[config.mk]
export PLATFORM = sky130hd
export DESIGN_NAME = vbg_byte_gating
export DESIGN_NICKNAME = d
export VERILOG_FILES = /design/src/logic/vbg_pkg.sv /design/src/logic/vbg_byte_gating.sv
export SDC_FILE = /design/constraint.sdc
export NUM_CORES = 1
export LEC_CHECK = 0
export BUFFER_PORTS_ARGS = -buffer_cell sky130_fd_sc_hd__buf_2
export CAP_MARGIN = 20
export CORE_MARGIN = 5
export CORE_UTILIZATION = 42
export DETAILED_ROUTE_END_ITERATION = 12
export PLACE_DENSITY = 0.75
export SYNTH_ARGS = -nofsm -noshare
export SYNTH_HDL_FRONTEND = slang
export SYNTH_SLANG_ARGS = --single-unit
[constraint.sdc]
create_clock -name pclk -period 1.5 [get_ports pclk]
set_clock_uncertainty 0.05 [all_clocks]
set_input_delay 0.15 -clock pclk [delete_from_list [all_inputs] [get_ports pclk]]
set_output_delay 0.15 -clock pclk [all_outputs]
set_load 0.005 [all_outputs]
[src/logic/vbg_pkg.sv]
package vbg_pkg;
    // ----------------------------------------
    // register map
    // ----------------------------------------
    localparam logic [7:0]  VBG_CTRL_OFS   = 8'h00; // steering control
    localparam logic [7:0]  VBG_FLAGS_OFS  = 8'h04; // live flags, read only
    localparam logic [7:0]  VBG_STAT_OFS   = 8'h08; // sticky events
    localparam logic [7:0]  VBG_MASK_OFS   = 8'h0C; // interrupt mask
    localparam logic [31:0] VBG_CTRL_RST   = 32'h0000_0003;
    localparam logic [31:0] VBG_MASK_RST   = 32'h0000_0000;
    // control bit positions
    localparam int VBG_CTRL_OVF_EN  = 0; // overflow check enable
    localparam int VBG_CTRL_MARK_EN = 1; // function byte mark enable
    // flags bit positions
    localparam int VBG_FL_FIRST  = 0;
    localparam int VBG_FL_DIGIT  = 1;
    localparam int VBG_FL_SECOND = 2;
    localparam int VBG_FL_SAME   = 3;
    localparam int VBG_FL_ZERO   = 4;
    localparam int VBG_FL_OVF    = 5;
    // status and mask bit positions
    localparam int VBG_EV_OVF  = 0; // overflow interrupt raised
    localparam int VBG_EV_MARK = 1; // mark sequence entered
    localparam int VBG_EV_W    = 2;

    // ----------------------------------------
    // types
    // ----------------------------------------
    // one byte with its parity bit
    typedef struct packed {
        logic       par;
        logic [7:0] dat;
    } vbg_byte_t;

    // operation class from execution control
    typedef enum logic [1:0] {
        VBG_OP_OTHER = 2'h0,
        VBG_OP_DEC   = 2'h1, // add, subtract, zero-and-add
        VBG_OP_TRT   = 2'h3  // translate-and-test scan
    } vbg_op_t;

    // per-cycle commands from execution control
    typedef struct packed {
        logic    set_first;   // first-operand select on
        logic    clr_first;
        logic    set_digit;   // digit buffer select on
        logic    clr_digit;
        logic    set_second;  // second-operand word on
        logic    clr_second;
        logic    set_same;    // same-word (overlap) on
        logic    final_cyc;   // final execute cycle
        logic    hi_en;       // left high digit gate
        logic    lo_en;       // left low digit gate
        logic    op1_done;    // all first-operand bytes done
        logic    fn_check;    // test function byte
        logic    sign_fixup;  // sign fixup sequence cycle
        vbg_op_t op;
    } vbg_ctl_t;
endpackage

[src/logic/vbg_byte_gating.sv]
`timescale 1ns/1ps
//
// Behaviour
// - left selector passes one byte, first word or buffer
// - first select picks word byte by first pointer
// - control sets first select when byte needed
// - digit select routes buffer byte to adder
// - left select flags mutually exclusive
// - left digits gated independently to adder
// - right selector passes byte by second pointer
// - same word uses first register, other off
// - second-word flag set and reset by control
// - final cycle clears both right flags
// - overlap sets the same-word flag
// - right select flags mutually exclusive
// - zero latch set when both digits zero
// - nonzero function byte enters mark, ends
// - nonzero leftover byte sets overflow pending
module vbg_byte_gating
    import vbg_pkg::*;
(
    // clock and reset
    input  wire logic             pclk,
    input  wire logic             presetn,
    // apb slave
    input  wire logic             psel,
    input  wire logic             penable,
    input  wire logic             pwrite,
    input  wire logic [7:0]       paddr,
    input  wire logic [31:0]      pwdata,
    output logic      [31:0]      prdata,
    output logic                  pready,
    output logic                  pslverr,
    // operand sources
    input  wire vbg_byte_t [7:0]  first_word,
    input  wire vbg_byte_t [7:0]  second_word,
    input  wire vbg_byte_t        digit_buffer_counter,
    input  wire logic [2:0]       first_ptr,
    input  wire logic [2:0]       second_ptr,
    // execution control
    input  wire vbg_ctl_t         ctl,
    // to adder and logical unit
    output vbg_byte_t             left_byte_selector,
    output logic      [3:0]       adder_left_hi,
    output logic      [3:0]       adder_left_lo,
    output vbg_byte_t             right_byte_selector,
    output logic                  right_zero,
    output logic                  overflow_pending_flag,
    output logic                  mark_start,
    output logic                  end_instr,
    output logic                  overflow_irq,
    // interrupt
    output logic                  irq
);

    // ----------------------------------------
    // state
    // ----------------------------------------
    logic            first_sel_r;   // first-operand select
    logic            digit_sel_r;   // digit buffer select
    logic            second_sel_r;  // second-operand word
    logic            same_sel_r;    // same-word select
    logic            zero_r;        // right byte zero latch
    logic            ovf_r;         // overflow pending
    logic [31:0]     ctrl_r;        // control register
    logic [VBG_EV_W-1:0] stat_r;    // sticky events
    logic [VBG_EV_W-1:0] mask_r;    // interrupt mask
    logic [31:0]     rdata_nxt;     // read mux
    logic            hit;           // mapped address
    logic            acc;           // completing access
    logic            ev_ovf;        // overflow raised now
    logic            ev_mark;       // mark entered now
    vbg_byte_t       lb_c;          // left selector value
    vbg_byte_t       rb_c;          // right selector value
    logic            rb_zero_c;     // both right digits zero

    // ----------------------------------------
    // selectors
    // ----------------------------------------
    // left and right byte muxes
    always_comb begin
        lb_c = '0;
        if (first_sel_r) begin
            lb_c = first_word[first_ptr];
        end else if (digit_sel_r) begin
            lb_c = digit_buffer_counter;
        end
        rb_c = '0;
        if (same_sel_r) begin
            rb_c = first_word[second_ptr];
        end else if (second_sel_r) begin
            rb_c = second_word[second_ptr];
        end
        rb_zero_c = (rb_c.dat[7:4] == 4'h0) && (rb_c.dat[3:0] == 4'h0);
    end

    // ----------------------------------------
    // left gating flags
    // ----------------------------------------
    // set of one is reset of the other; first wins a tie
    always_ff @(posedge pclk or negedge presetn) begin
        if (!presetn) begin
            first_sel_r <= 1'b0;
            digit_sel_r <= 1'b0;
        end else if (ctl.set_first) begin
            first_sel_r <= 1'b1;
            digit_sel_r <= 1'b0;
        end else if (ctl.set_digit) begin
            digit_sel_r <= 1'b1;
            first_sel_r <= 1'b0;
        end else begin
            if (ctl.clr_first) begin
                first_sel_r <= 1'b0;
            end
            if (ctl.clr_digit) begin
                digit_sel_r <= 1'b0;
            end
        end
    end

    // ----------------------------------------
    // right gating flags
    // ----------------------------------------
    // final cycle beats every set; overlap beats word set
    always_ff @(posedge pclk or negedge presetn) begin
        if (!presetn) begin
            second_sel_r <= 1'b0;
            same_sel_r   <= 1'b0;
        end else if (ctl.final_cyc) begin
            second_sel_r <= 1'b0;
            same_sel_r   <= 1'b0;
        end else if (ctl.set_same) begin
            same_sel_r   <= 1'b1;
            second_sel_r <= 1'b0;
        end else if (ctl.set_second) begin
            second_sel_r <= 1'b1;
            same_sel_r   <= 1'b0;
        end else if (ctl.clr_second) begin
            second_sel_r <= 1'b0;
        end
    end

    // ----------------------------------------
    // datapath outputs
    // ----------------------------------------
    // registered bytes and split digit gate
    always_ff @(posedge pclk or negedge presetn) begin
        if (!presetn) begin
            left_byte_selector  <= '0;
            right_byte_selector <= '0;
            adder_left_hi       <= 4'h0;
            adder_left_lo       <= 4'h0;
        end else begin
            left_byte_selector  <= lb_c;
            right_byte_selector <= rb_c;
            adder_left_hi <= ctl.hi_en ? lb_c.dat[7:4] : 4'h0;
            adder_left_lo <= ctl.lo_en ? lb_c.dat[3:0] : 4'h0;
        end
    end

    // zero latch follows the byte each cycle
    always_ff @(posedge pclk or negedge presetn) begin
        if (!presetn) begin
            zero_r <= 1'b0;
        end else begin
            zero_r <= rb_zero_c;
        end
    end

    // ----------------------------------------
    // sequencing events
    // ----------------------------------------
    assign ev_mark = (ctl.op == VBG_OP_TRT) && ctl.fn_check && !zero_r
                     && ctrl_r[VBG_CTRL_MARK_EN];
    assign ev_ovf  = ctl.sign_fixup && ovf_r;

    // overflow pending; a set beats the final-cycle clear
    always_ff @(posedge pclk or negedge presetn) begin
        if (!presetn) begin
            ovf_r <= 1'b0;
        end else if ((ctl.op == VBG_OP_DEC) && ctl.op1_done && !rb_zero_c
                     && ctrl_r[VBG_CTRL_OVF_EN]) begin
            ovf_r <= 1'b1;
        end else if (ctl.final_cyc) begin
            ovf_r <= 1'b0;
        end
    end

    // mark start, end and overflow pulses
    always_ff @(posedge pclk or negedge presetn) begin
        if (!presetn) begin
            mark_start   <= 1'b0;
            end_instr    <= 1'b0;
            overflow_irq <= 1'b0;
        end else begin
            mark_start   <= ev_mark;
            end_instr    <= ev_mark;
            overflow_irq <= ev_ovf;
        end
    end

    // flag mirrors for the outside
    always_ff @(posedge pclk or negedge presetn) begin
        if (!presetn) begin
            right_zero            <= 1'b0;
            overflow_pending_flag <= 1'b0;
        end else begin
            right_zero            <= rb_zero_c;
            overflow_pending_flag <= ovf_r;
        end
    end

    // ----------------------------------------
    // apb slave
    // ----------------------------------------
    assign hit = (paddr == VBG_CTRL_OFS) || (paddr == VBG_FLAGS_OFS) ||
                 (paddr == VBG_STAT_OFS) || (paddr == VBG_MASK_OFS);
    assign acc = psel && penable && pready;

    // read mux
    always_comb begin
        rdata_nxt = 32'h0000_0000;
        unique case (paddr)
            VBG_CTRL_OFS:  rdata_nxt = ctrl_r;
            VBG_FLAGS_OFS: rdata_nxt = {26'h0, ovf_r, zero_r, same_sel_r,
                                        second_sel_r, digit_sel_r, first_sel_r};
            VBG_STAT_OFS:  rdata_nxt = {30'h0, stat_r};
            VBG_MASK_OFS:  rdata_nxt = {30'h0, mask_r};
            default:       rdata_nxt = 32'h0000_0000;
        endcase
    end

    // one wait state, answer registered
    always_ff @(posedge pclk or negedge presetn) begin
        if (!presetn) begin
            pready  <= 1'b0;
            prdata  <= 32'h0000_0000;
            pslverr <= 1'b0;
        end else begin
            pready  <= psel && penable && !pready;
            prdata  <= (psel && !pwrite) ? rdata_nxt : 32'h0000_0000;
            pslverr <= psel && penable && !pready && !hit;
        end
    end

    // writable registers
    always_ff @(posedge pclk or negedge presetn) begin
        if (!presetn) begin
            ctrl_r <= VBG_CTRL_RST;
            mask_r <= VBG_MASK_RST[VBG_EV_W-1:0];
        end else if (acc && pwrite) begin
            if (paddr == VBG_CTRL_OFS) begin
                ctrl_r <= pwdata;
            end
            if (paddr == VBG_MASK_OFS) begin
                mask_r <= pwdata[VBG_EV_W-1:0];
            end
        end
    end

    // sticky events, cleared by read, set wins
    always_ff @(posedge pclk or negedge presetn) begin
        if (!presetn) begin
            stat_r <= '0;
        end else begin
            // clear only what the read returned; a later event survives
            if (acc && !pwrite && (paddr == VBG_STAT_OFS)) begin
                stat_r <= stat_r & ~prdata[VBG_EV_W-1:0];
            end
            if (ev_ovf) begin
                stat_r[VBG_EV_OVF] <= 1'b1;
            end
            if (ev_mark) begin
                stat_r[VBG_EV_MARK] <= 1'b1;
            end
        end
    end

    // level interrupt
    always_ff @(posedge pclk or negedge presetn) begin
        if (!presetn) begin
            irq <= 1'b0;
        end else begin
            irq <= |(stat_r & mask_r);
        end
    end

    // ----------------------------------------
    // assertions
    // ----------------------------------------
    // candidate bytes one cycle back, for the path checks
    vbg_byte_t       exp_first_r;   // first word byte under first pointer
    vbg_byte_t       exp_same_r;    // first word byte under second pointer

    // sample the candidates beside the real selectors
    always_ff @(posedge pclk) begin
        exp_first_r <= first_word[first_ptr];
        exp_same_r  <= first_word[second_ptr];
    end
endmodule

### After elaboration in Yosys (flattened, before gate mapping)

Cells that the tools add are included.

| storage, ports and cells | value |
|---|---|
| bits in registers | 106 |
| bits of input ports | 219 |
| output and inout bits | 66 |
| logic and storage cells | 102 |

| operators by class | value |
|---|---|
| order comparisons | 2 |
| equality and inequality tests | 5 |
| mux-type cells | 32 |
| bitwise logic cells | 3 |
| reductions and logical operators | 37 |

Operators by type and width:

| kind | count |
|---|---|
| one-hot mux 32 bit (4 select lines) | 1 |
| binary-select mux 9 bit (select 3 bit) | 3 |
| 2-to-1 mux 9 bit | 7 |
| 2-to-1 mux 32 bit | 1 |
| 2-to-1 mux 1 bit | 17 |
| equality test 8 x 4 -> 1 bit, second input constant | 2 |
| logical AND 1 bit | 16 |
| nonzero test 3 bit | 3 |
| equality test 8 x 3 -> 1 bit, second input constant | 1 |
| zero test 4 bit | 2 |
| zero test 8 bit | 1 |
| < comparator 3 x 4 -> 1 bit, second input constant | 2 |
| 2-to-1 mux 4 bit | 2 |
| nonzero test 2 bit | 3 |
| zero test 1 bit | 5 |
| bitwise AND 2 bit | 2 |
| AND reduction 2 bit | 2 |
| nonzero test 4 bit | 1 |
| logical OR 1 bit | 3 |
| equality test 2 x 1 -> 1 bit, second input constant | 1 |
| equality test 2 bit, second input constant | 1 |
| 2-to-1 mux 2 bit | 1 |
| inverter 2 bit | 1 |
| OR reduction 2 bit | 1 |

### Depth between registers and ports, before layout

Gate-level depths: netlist of run 1.

| logic depth | value |
|---|---|
| depth in word-level cells | 10 |
| mapped depth | 11 |
| depth with buffers taken out | 7 |

### Worst setup path after synthesis of run 1

OpenSTA, ideal clock, no wires.

| path | value |
|---|---|
| kind | in2reg |
| from | in second_ptr[1] |
| to | reg ovf_r |
| library setup time | 125 ps |
| arrival time | 1955 ps |
| data required time | 1325 ps |
| setup slack | -630 ps |
| cell stages on the path | 9 |
| path buffers | 2 |
| path through | buf_6 -> buf_12 -> mux4_1 -> mux2_2 -> nand2_1 -> o21ai_2 -> or4_4 -> nor2_4 -> o22ai_1 |

RTL lines:

| element | RTL line | RTL |
|---|---|---|
| from (decl) | vbg_byte_gating.sv:39 | `input wire logic [2:0] second_ptr,` |
| to (signal assigned) | vbg_byte_gating.sv:180 | `ovf_r <= 1'b0;` |
| to (signal assigned) | vbg_byte_gating.sv:183 | `ovf_r <= 1'b1;` |
| to (signal assigned) | vbg_byte_gating.sv:185 | `ovf_r <= 1'b0;` |
| to (decl) | vbg_byte_gating.sv:64 | `logic ovf_r;` |

==> flow_summary.yaml, run 1 <==
clocking:
  cts_root_buf: "clkbuf_16"
  clock_sinks: 106
  cts_made_buffers: 9
  cts.clk_slew.worst_paths_ps: 70
  clk_latency_ps: 330
  cts_buffer_depth: 2
  cts_tree: "yes"
  htreeDepth: 3
die:
  die_w_um: 125
  row_count: 42
  fp.dieArea_um2: 15600
  coreArea_um2: 13100
  die_h_um: 125
  io_pins: 285
  initial_core_util_pct: 42.5
critical_path:
  endpoint_kind: "register"
  crit_slowest_cell: "or4_4"
  worst_setup_path_start_kind: "input pin"
  required_ps: 1670
  worstPathArrival_ps: 2030
  crit_type: "in2reg"
  cp_max_fo: 8
  crit_chain: "buf_12, mux4_1, mux2_2, nand2_1, o21ai_1, or4_4, nor2_4, o22ai_2"
  crit_path_max_incr_delay_ps: 570
pwr:
  power_leakage_nw: 4.52
  p_clk_share_pct: 35.4
  ir_drop_v: 0.000475
  p_seq_share_pct: 44.3
  power_density_nw_per_um2: 782
  p_switching_w: 0.00161
  power.internal_w: 0.00512
  comb_power_share_pct: 20.3
  switching_share_pct: 23.9
cells_and_area:
  area_growth_syn_to_layout_pct: 55.0
  fillerInstances: 955
  multi_input_area_um2: 2960
  fin_util_pct: 65.8
  num_antenna_cells: 0
  drive_above_1_share_pct: 62.9
  regArea_um2: 2660
  nNetsFinal: 980
detailed_routing:
  routed_wl_um: 18600
  drt-initial-drc-count: 257
  dr.pass1.iters: 4
  drc_errors: 0
  num_vias: 4893
  ant_nets: 0
  wire_per_inst_um: 19.7
  avgViaCountPerCell: 5.20
timing:
  final_hold_viol_count: 0
  timing.hold.ws_ps: 15.0
  worst_slew_pin_slew_ps: 403
  setup_viol: 64
  layout_min_cycle_time_ps: 1860
  relSlewSlack_pct: 73.0
  drv_slew: 0
  rsz0062_at_grt: "true"
  fin_ws_ps: -360
  finalCritPeriodShare_pct: 124
  max_freq_mhz: 538
placement:
  place_congestion: 0.899
  hpwl_um: 14200
  port_buffers: 284
logic_synthesis:
  mappedNetlistArea_um2: 5560
  synthSimpleGateAreaFrac_pct: 9.17
  synth_top_family_by_area: "multiplexers"
  muxShareOfSynthArea_pct: 34.0
  synth_cell_types: 43
  synth-seq-area-share_pct: 47.8
  ys_seq_elements: 106
  netlist_instances: 400
  async_flop_share_pct: 100
  syn-num-nets: 619
  yosys-top-cells-count: "104 x dfrtp_1, 50 x mux2_2, 39 x mux2i_1"
  ys_warn_count: 0
  synth_compound_area_share_pct: 5.68
  netlist.area_leader.share_pct: 46.8
  ys.flop_type: "dfrtp_1"
  synth_area_leader_cell: "dfrtp_1"
  avgSynthCellArea_um2: 13.9
  yosys.area_share.adder_pct: 0
  synth_xor_xnor_area_share_pct: 0
  synthTopCellsByArea: "dfrtp_1 47%, mux4_2 11%, mux2_2 10%"
  synth.most_common_cell: "dfrtp_1"
  synth-edff-count: 0
hold_path:
  hold_path.class: "in2reg"
global_route:
  grt_usage_pct: 23.4
  grt_pass1_wl_um: 29300
  antenna_found_initial: 1
  overflow: 0
  grt_max_degree: 57
  grt_pass1_vias: 5580
status:
  status: "complete, but fails checks"
  failed_checks: "setup timing"
run:
  max-cap-violations: 0
==> layout make-up <==
cell class	instances	share of cell area, %
clock buffers	11	2.93
clock inverters	4	0.567
inverters	4	0.174
multi-input cells	262	34.3
flip-flops and latches	106	30.8
well taps	176	2.56
repair buffers	378	28.6
==> through the flow <==
| stage | worst slack [ps] | setup TNS [ps] | power [W] | cells | area, um2 |
|---|---|---|---|---|---|
| detailed placement | -914 | -38350 | 0.00431 | 881 | 7700 |
| finish | -360 | -14940 | 0.00673 | 941 | 8610 |
| global placement | -874 | -36400 | 0.00427 | 881 | 7700 |
| floorplan | -572 | -22770 | 0.00364 | 400 | 5830 |
| CTS | -335 | -11410 | 0.00676 | 937 | 8520 |
| global route | -402 | -19770 | 0.00703 | 941 | 8610 |
==> placed cells by master, fill, tap and decap left out, types with 11 or more instances in the layout <==
master         instances
and2_4                11
buf_12                13
dlygate4sd3_1         31
nand2_1               18
mux2i_1               39
buf_6                 13
and2_1                25
buf_4                 39
buf_2                280
mux2_4                44
dfrtp_1              104
mux4_2                34
a22oi_1               17
==> cell families after synthesis <==
group | count (synthesis)
compound gates | 44
buf+inv | 32
flops | 106
mux | 129
simple gates | 89
==> repair_timing <==
action	in CTS	in global routing
endpoints found under the setup margin	67	68
resized for setup	28	28
pin swaps	3	8
hold endpoints to repair	53	2
hold buffers	29	2
gates cloned	4	1
buffers inserted	8	5
==> sequential cells by signal, indices dropped and copies added (netlist names) <==
signal and count:
right_zero 1, overflow_irq 1, ctrl_r 32, adder_left_lo 4
first_sel_r 1, end_instr 1, right_byte_selector 9, ovf_r 1
prdata 32, second_sel_r 1, pslverr 1, mask_r 2
pready 1, stat_r 2, adder_left_hi 4, irq 1
left_byte_selector 9, digit_sel_r 1, same_sel_r 1, overflow_pending_flag 1
==> power by group through the flow <==
stage / registers, W / clock network (W) / logic, W
after floorplan: 0.00304 / 0 / 0.000599
after global placement: 0.00303 / 0 / 0.00124
after detailed placement: 0.00303 / 0 / 0.00127
after CTS: 0.00298 / 0.00241 / 0.00136
after global routing: 0.00299 / 0.00256 / 0.00148
final: 0.00298 / 0.00238 / 0.00137
==> path summary, 6_finish.rpt <==
check	from	to	slack, ps	cells after the start
max	second_ptr[1]	ovf_r	-360	8
min	ctl[5]	adder_left_lo[0]	20	2
max reg2reg	second_sel_r	ovf_r	-230	5
min reg2reg	ovf_r	overflow_pending_flag	410	0
max in group asynchronous	presetn	left_byte_selector[0]	580	3
min in group asynchronous	presetn	ctrl_r[25]	220	2
==> critical path, delay by kind of cell <==
kind,cells,cell delay (ps)
multiplexers,2,830
AND/OR/NAND/NOR,3,770
AO/OA/AOI/OAI,2,160
buffers and inverters,1,110
==> metal layers <==
| layer | vias up | global-route usage [%] | wire [um] |
|---|---|---|---|
| met5 | - | 0 | 7 |
| met4 | 2 | 7.59 | 452 |
| met3 | 38 | 6.01 | 1340 |
| met2 | 231 | 43.4 | 10200 |
| met1 | 2405 | 26.3 | 6600 |
| li1 | 2217 | - | - |
Power figures use the tool's default switching activity.
==> inputs of run 2 (changes only) <==
--- a/config.mk
+++ b/config.mk
@@ -10,6 +10,7 @@
 export CORE_MARGIN = 5
 export CORE_UTILIZATION = 42
 export DETAILED_ROUTE_END_ITERATION = 12
+export HOLD_SLACK_MARGIN = 0.05
 export PLACE_DENSITY = 0.75
 export SYNTH_ARGS = -nofsm -noshare
 export SYNTH_HDL_FRONTEND = slang
==> run 2 against run 1 <==
The flow still finishes with violations (setup timing). Worst hold slack better by 52 ps. Via count rose by 2.3%. Sequential cell count stayed put. Critical path depth grew 1. Sequential power about the same. Total power up 0.68%. Core utilization is 1.7 points higher. Register-to-register slack is essentially flat. First-iteration DRC count shrank 2.7%. Count of clock-buffer cells in the layout did not move. Sequential share of layout area shrank 0.76 points. Critical path type unchanged. Largest cell class unchanged. Largest power group unchanged.
==> flow_summary.yaml, run 2 (synthesis gave the netlist of run 1 again) <==
global_route:
  grt_max_degree: 57
  grt_pass1_wl_um: 30400
  overflow: 0
  antenna_found_initial: 1
  grt_usage_pct: 24.4
  grt_pass1_vias: 5773
critical_path:
  cp_max_fo: 8
  crit_path_max_incr_delay_ps: 500
  crit_slowest_cell: "mux4_2"
  worst_setup_path_start_kind: "input pin"
  crit_chain: "buf_12, buf_6, mux4_2, mux2_2, nand2_1, o21ai_2, or4_4, nor2_4, o22ai_2"
  crit_type: "in2reg"
  cp_num_buf_inv: 2
  crit_family: "multiplexers"
  required_ps: 1670
  worstPathArrival_ps: 2020
  endpoint_kind: "register"
pwr:
  p_clk_share_pct: 35.1
  ir_drop_v: 0.000482
  power.internal_w: 0.00516
  power_density_nw_per_um2: 768
  power_leakage_nw: 4.62
  comb_power_share_pct: 20.9
  p_switching_w: 0.00162
  p_seq_share_pct: 44.0
  switching_share_pct: 23.9
  p_total_w: 0.00678
cells_and_area:
  reg_top3: "ctrl_r (32), prdata (32)"
  num_antenna_cells: 0
  drive_above_1_share_pct: 61.8
  nNetsFinal: 1001
  finalInstanceArea_um2: 8830
  layout_common_cells: "280 x buf_2, 104 x dfrtp_1, 51 x dlygate4sd3_1"
  final_common_cell: "buf_2"
  area_growth_syn_to_layout_pct: 59.0
  fillerInstances: 930
  multi_input_area_um2: 2970
  regArea_um2: 2660
clocking:
  cts_root_buf: "clkbuf_16"
  cts_made_buffers: 9
  clk_latency_ps: 340
  clock_sinks: 106
  htreeDepth: 3
  cts_tree: "yes"
  cts.clk_slew.worst_paths_ps: 70
  cts_buffer_depth: 2
timing:
  setup_viol: 64
  layout_min_cycle_time_ps: 1850
  relSlewSlack_pct: 73.5
  timing.hold.ws_ps: 67.0
  worst_slew_pin_slew_ps: 395
  finalCritPeriodShare_pct: 124
  rsz0062_at_grt: "true"
  drv_slew: 0
  fin_ws_ps: -353
  max_freq_mhz: 540
  final_hold_viol_count: 0
status:
  status: "complete, but fails checks"
  failed_checks: "setup timing"
detailed_routing:
  ant_nets: 0
  drc_errors: 0
  avgViaCountPerCell: 5.20
  routed_wl_um: 19300
  dr.pass1.iters: 4
  wire_per_inst_um: 20.1
  drt-initial-drc-count: 250
  num_vias: 5007
die:
  fp.dieArea_um2: 15600
  coreArea_um2: 13100
  die_w_um: 125
  row_count: 42
  initial_core_util_pct: 42.5
  io_pins: 285
  die_h_um: 125
run:
  max-cap-violations: 0
placement:
  place_area_um2: 7700
  place_congestion: 0.899
  port_buffers: 284
  hpwl_um: 14200
  place_ws_ps: -914
hold_path:
  hold_path.class: "in2reg"
## run 2: cell types whose count changed in the layout (fill, tap and decap cells not counted), sizes merged
| cell | previous run | this run |
|---|---|---|
| buf | 346 | 347 |
| dlygate4sd3 | 31 | 51 |
## run 2: worst paths after layout
path	start	endpoint	slack (ps)	depth (start not counted)
max	second_ptr[1]	ovf_r	-350	9
min	ctl[1]	end_instr	70	3
max reg2reg	second_sel_r	ovf_r	-230	5
min reg2reg	ovf_r	overflow_pending_flag	410	0
max in group asynchronous	presetn	left_byte_selector[0]	580	3
min in group asynchronous	presetn	ctrl_r[25]	220	2
## run 2: final cells by class
type	instances	share of cell area [%]
clock buffers	11	2.86
repair buffers	399	30.2
clock inverters	4	0.553
multi-input cells	262	33.6
flip-flops and latches	106	30.1
well taps	176	2.49
inverters	4	0.170
## run 2: worst register-to-register path, delay by kind of cell, from the launching register on
family           cells  cell delay (ps)
AND/OR/NAND/NOR      3              950
AO/OA/AOI/OAI        2              220
flip-flops           1              380
## run 2: routing by layer
layer / vias to the layer above / global-route usage (%) / routed length [um]
met2: 215 / 46.2 / 10700
met5: - / 0 / 7
met4: 2 / 7.21 / 458
met3: 40 / 5.97 / 1310
li1: 2267 / - / -
met1: 2483 / 26.9 / 6870
## run 2: power groups by stage
stage	Clock (W)	Combinational (W)	Sequential [W]
floorplan	0	0.000599	0.00304
global placement	0	0.00124	0.00303
detailed placement	0	0.00127	0.00303
CTS	0.00241	0.00141	0.00298
global route	0.00255	0.00153	0.00299
finish	0.00238	0.00141	0.00298
## run 2: stage by stage
step           setup TNS [ps]  std cells  utilization (%)
2_1_floorplan          -22770        400                -
3_3_place_gp           -36400        881             58.8
3_5_place_dp           -38350        881             58.8
4_1_cts                -11410        960             66.9
5_1_grt                -19870        962             67.5
6_report               -14770        962             67.5
## run 2: timing repair
| item | in CTS | in global routing |
|---|---|---|
| hold buffers | 52 | 0 |
| endpoints found under the hold margin | 122 | 0 |
| endpoints found under the setup margin | 67 | 69 |
| pin swaps | 3 | 9 |
| gates cloned | 4 | 1 |
| resized for setup | 28 | 32 |
| setup buffers | 8 | 6 |
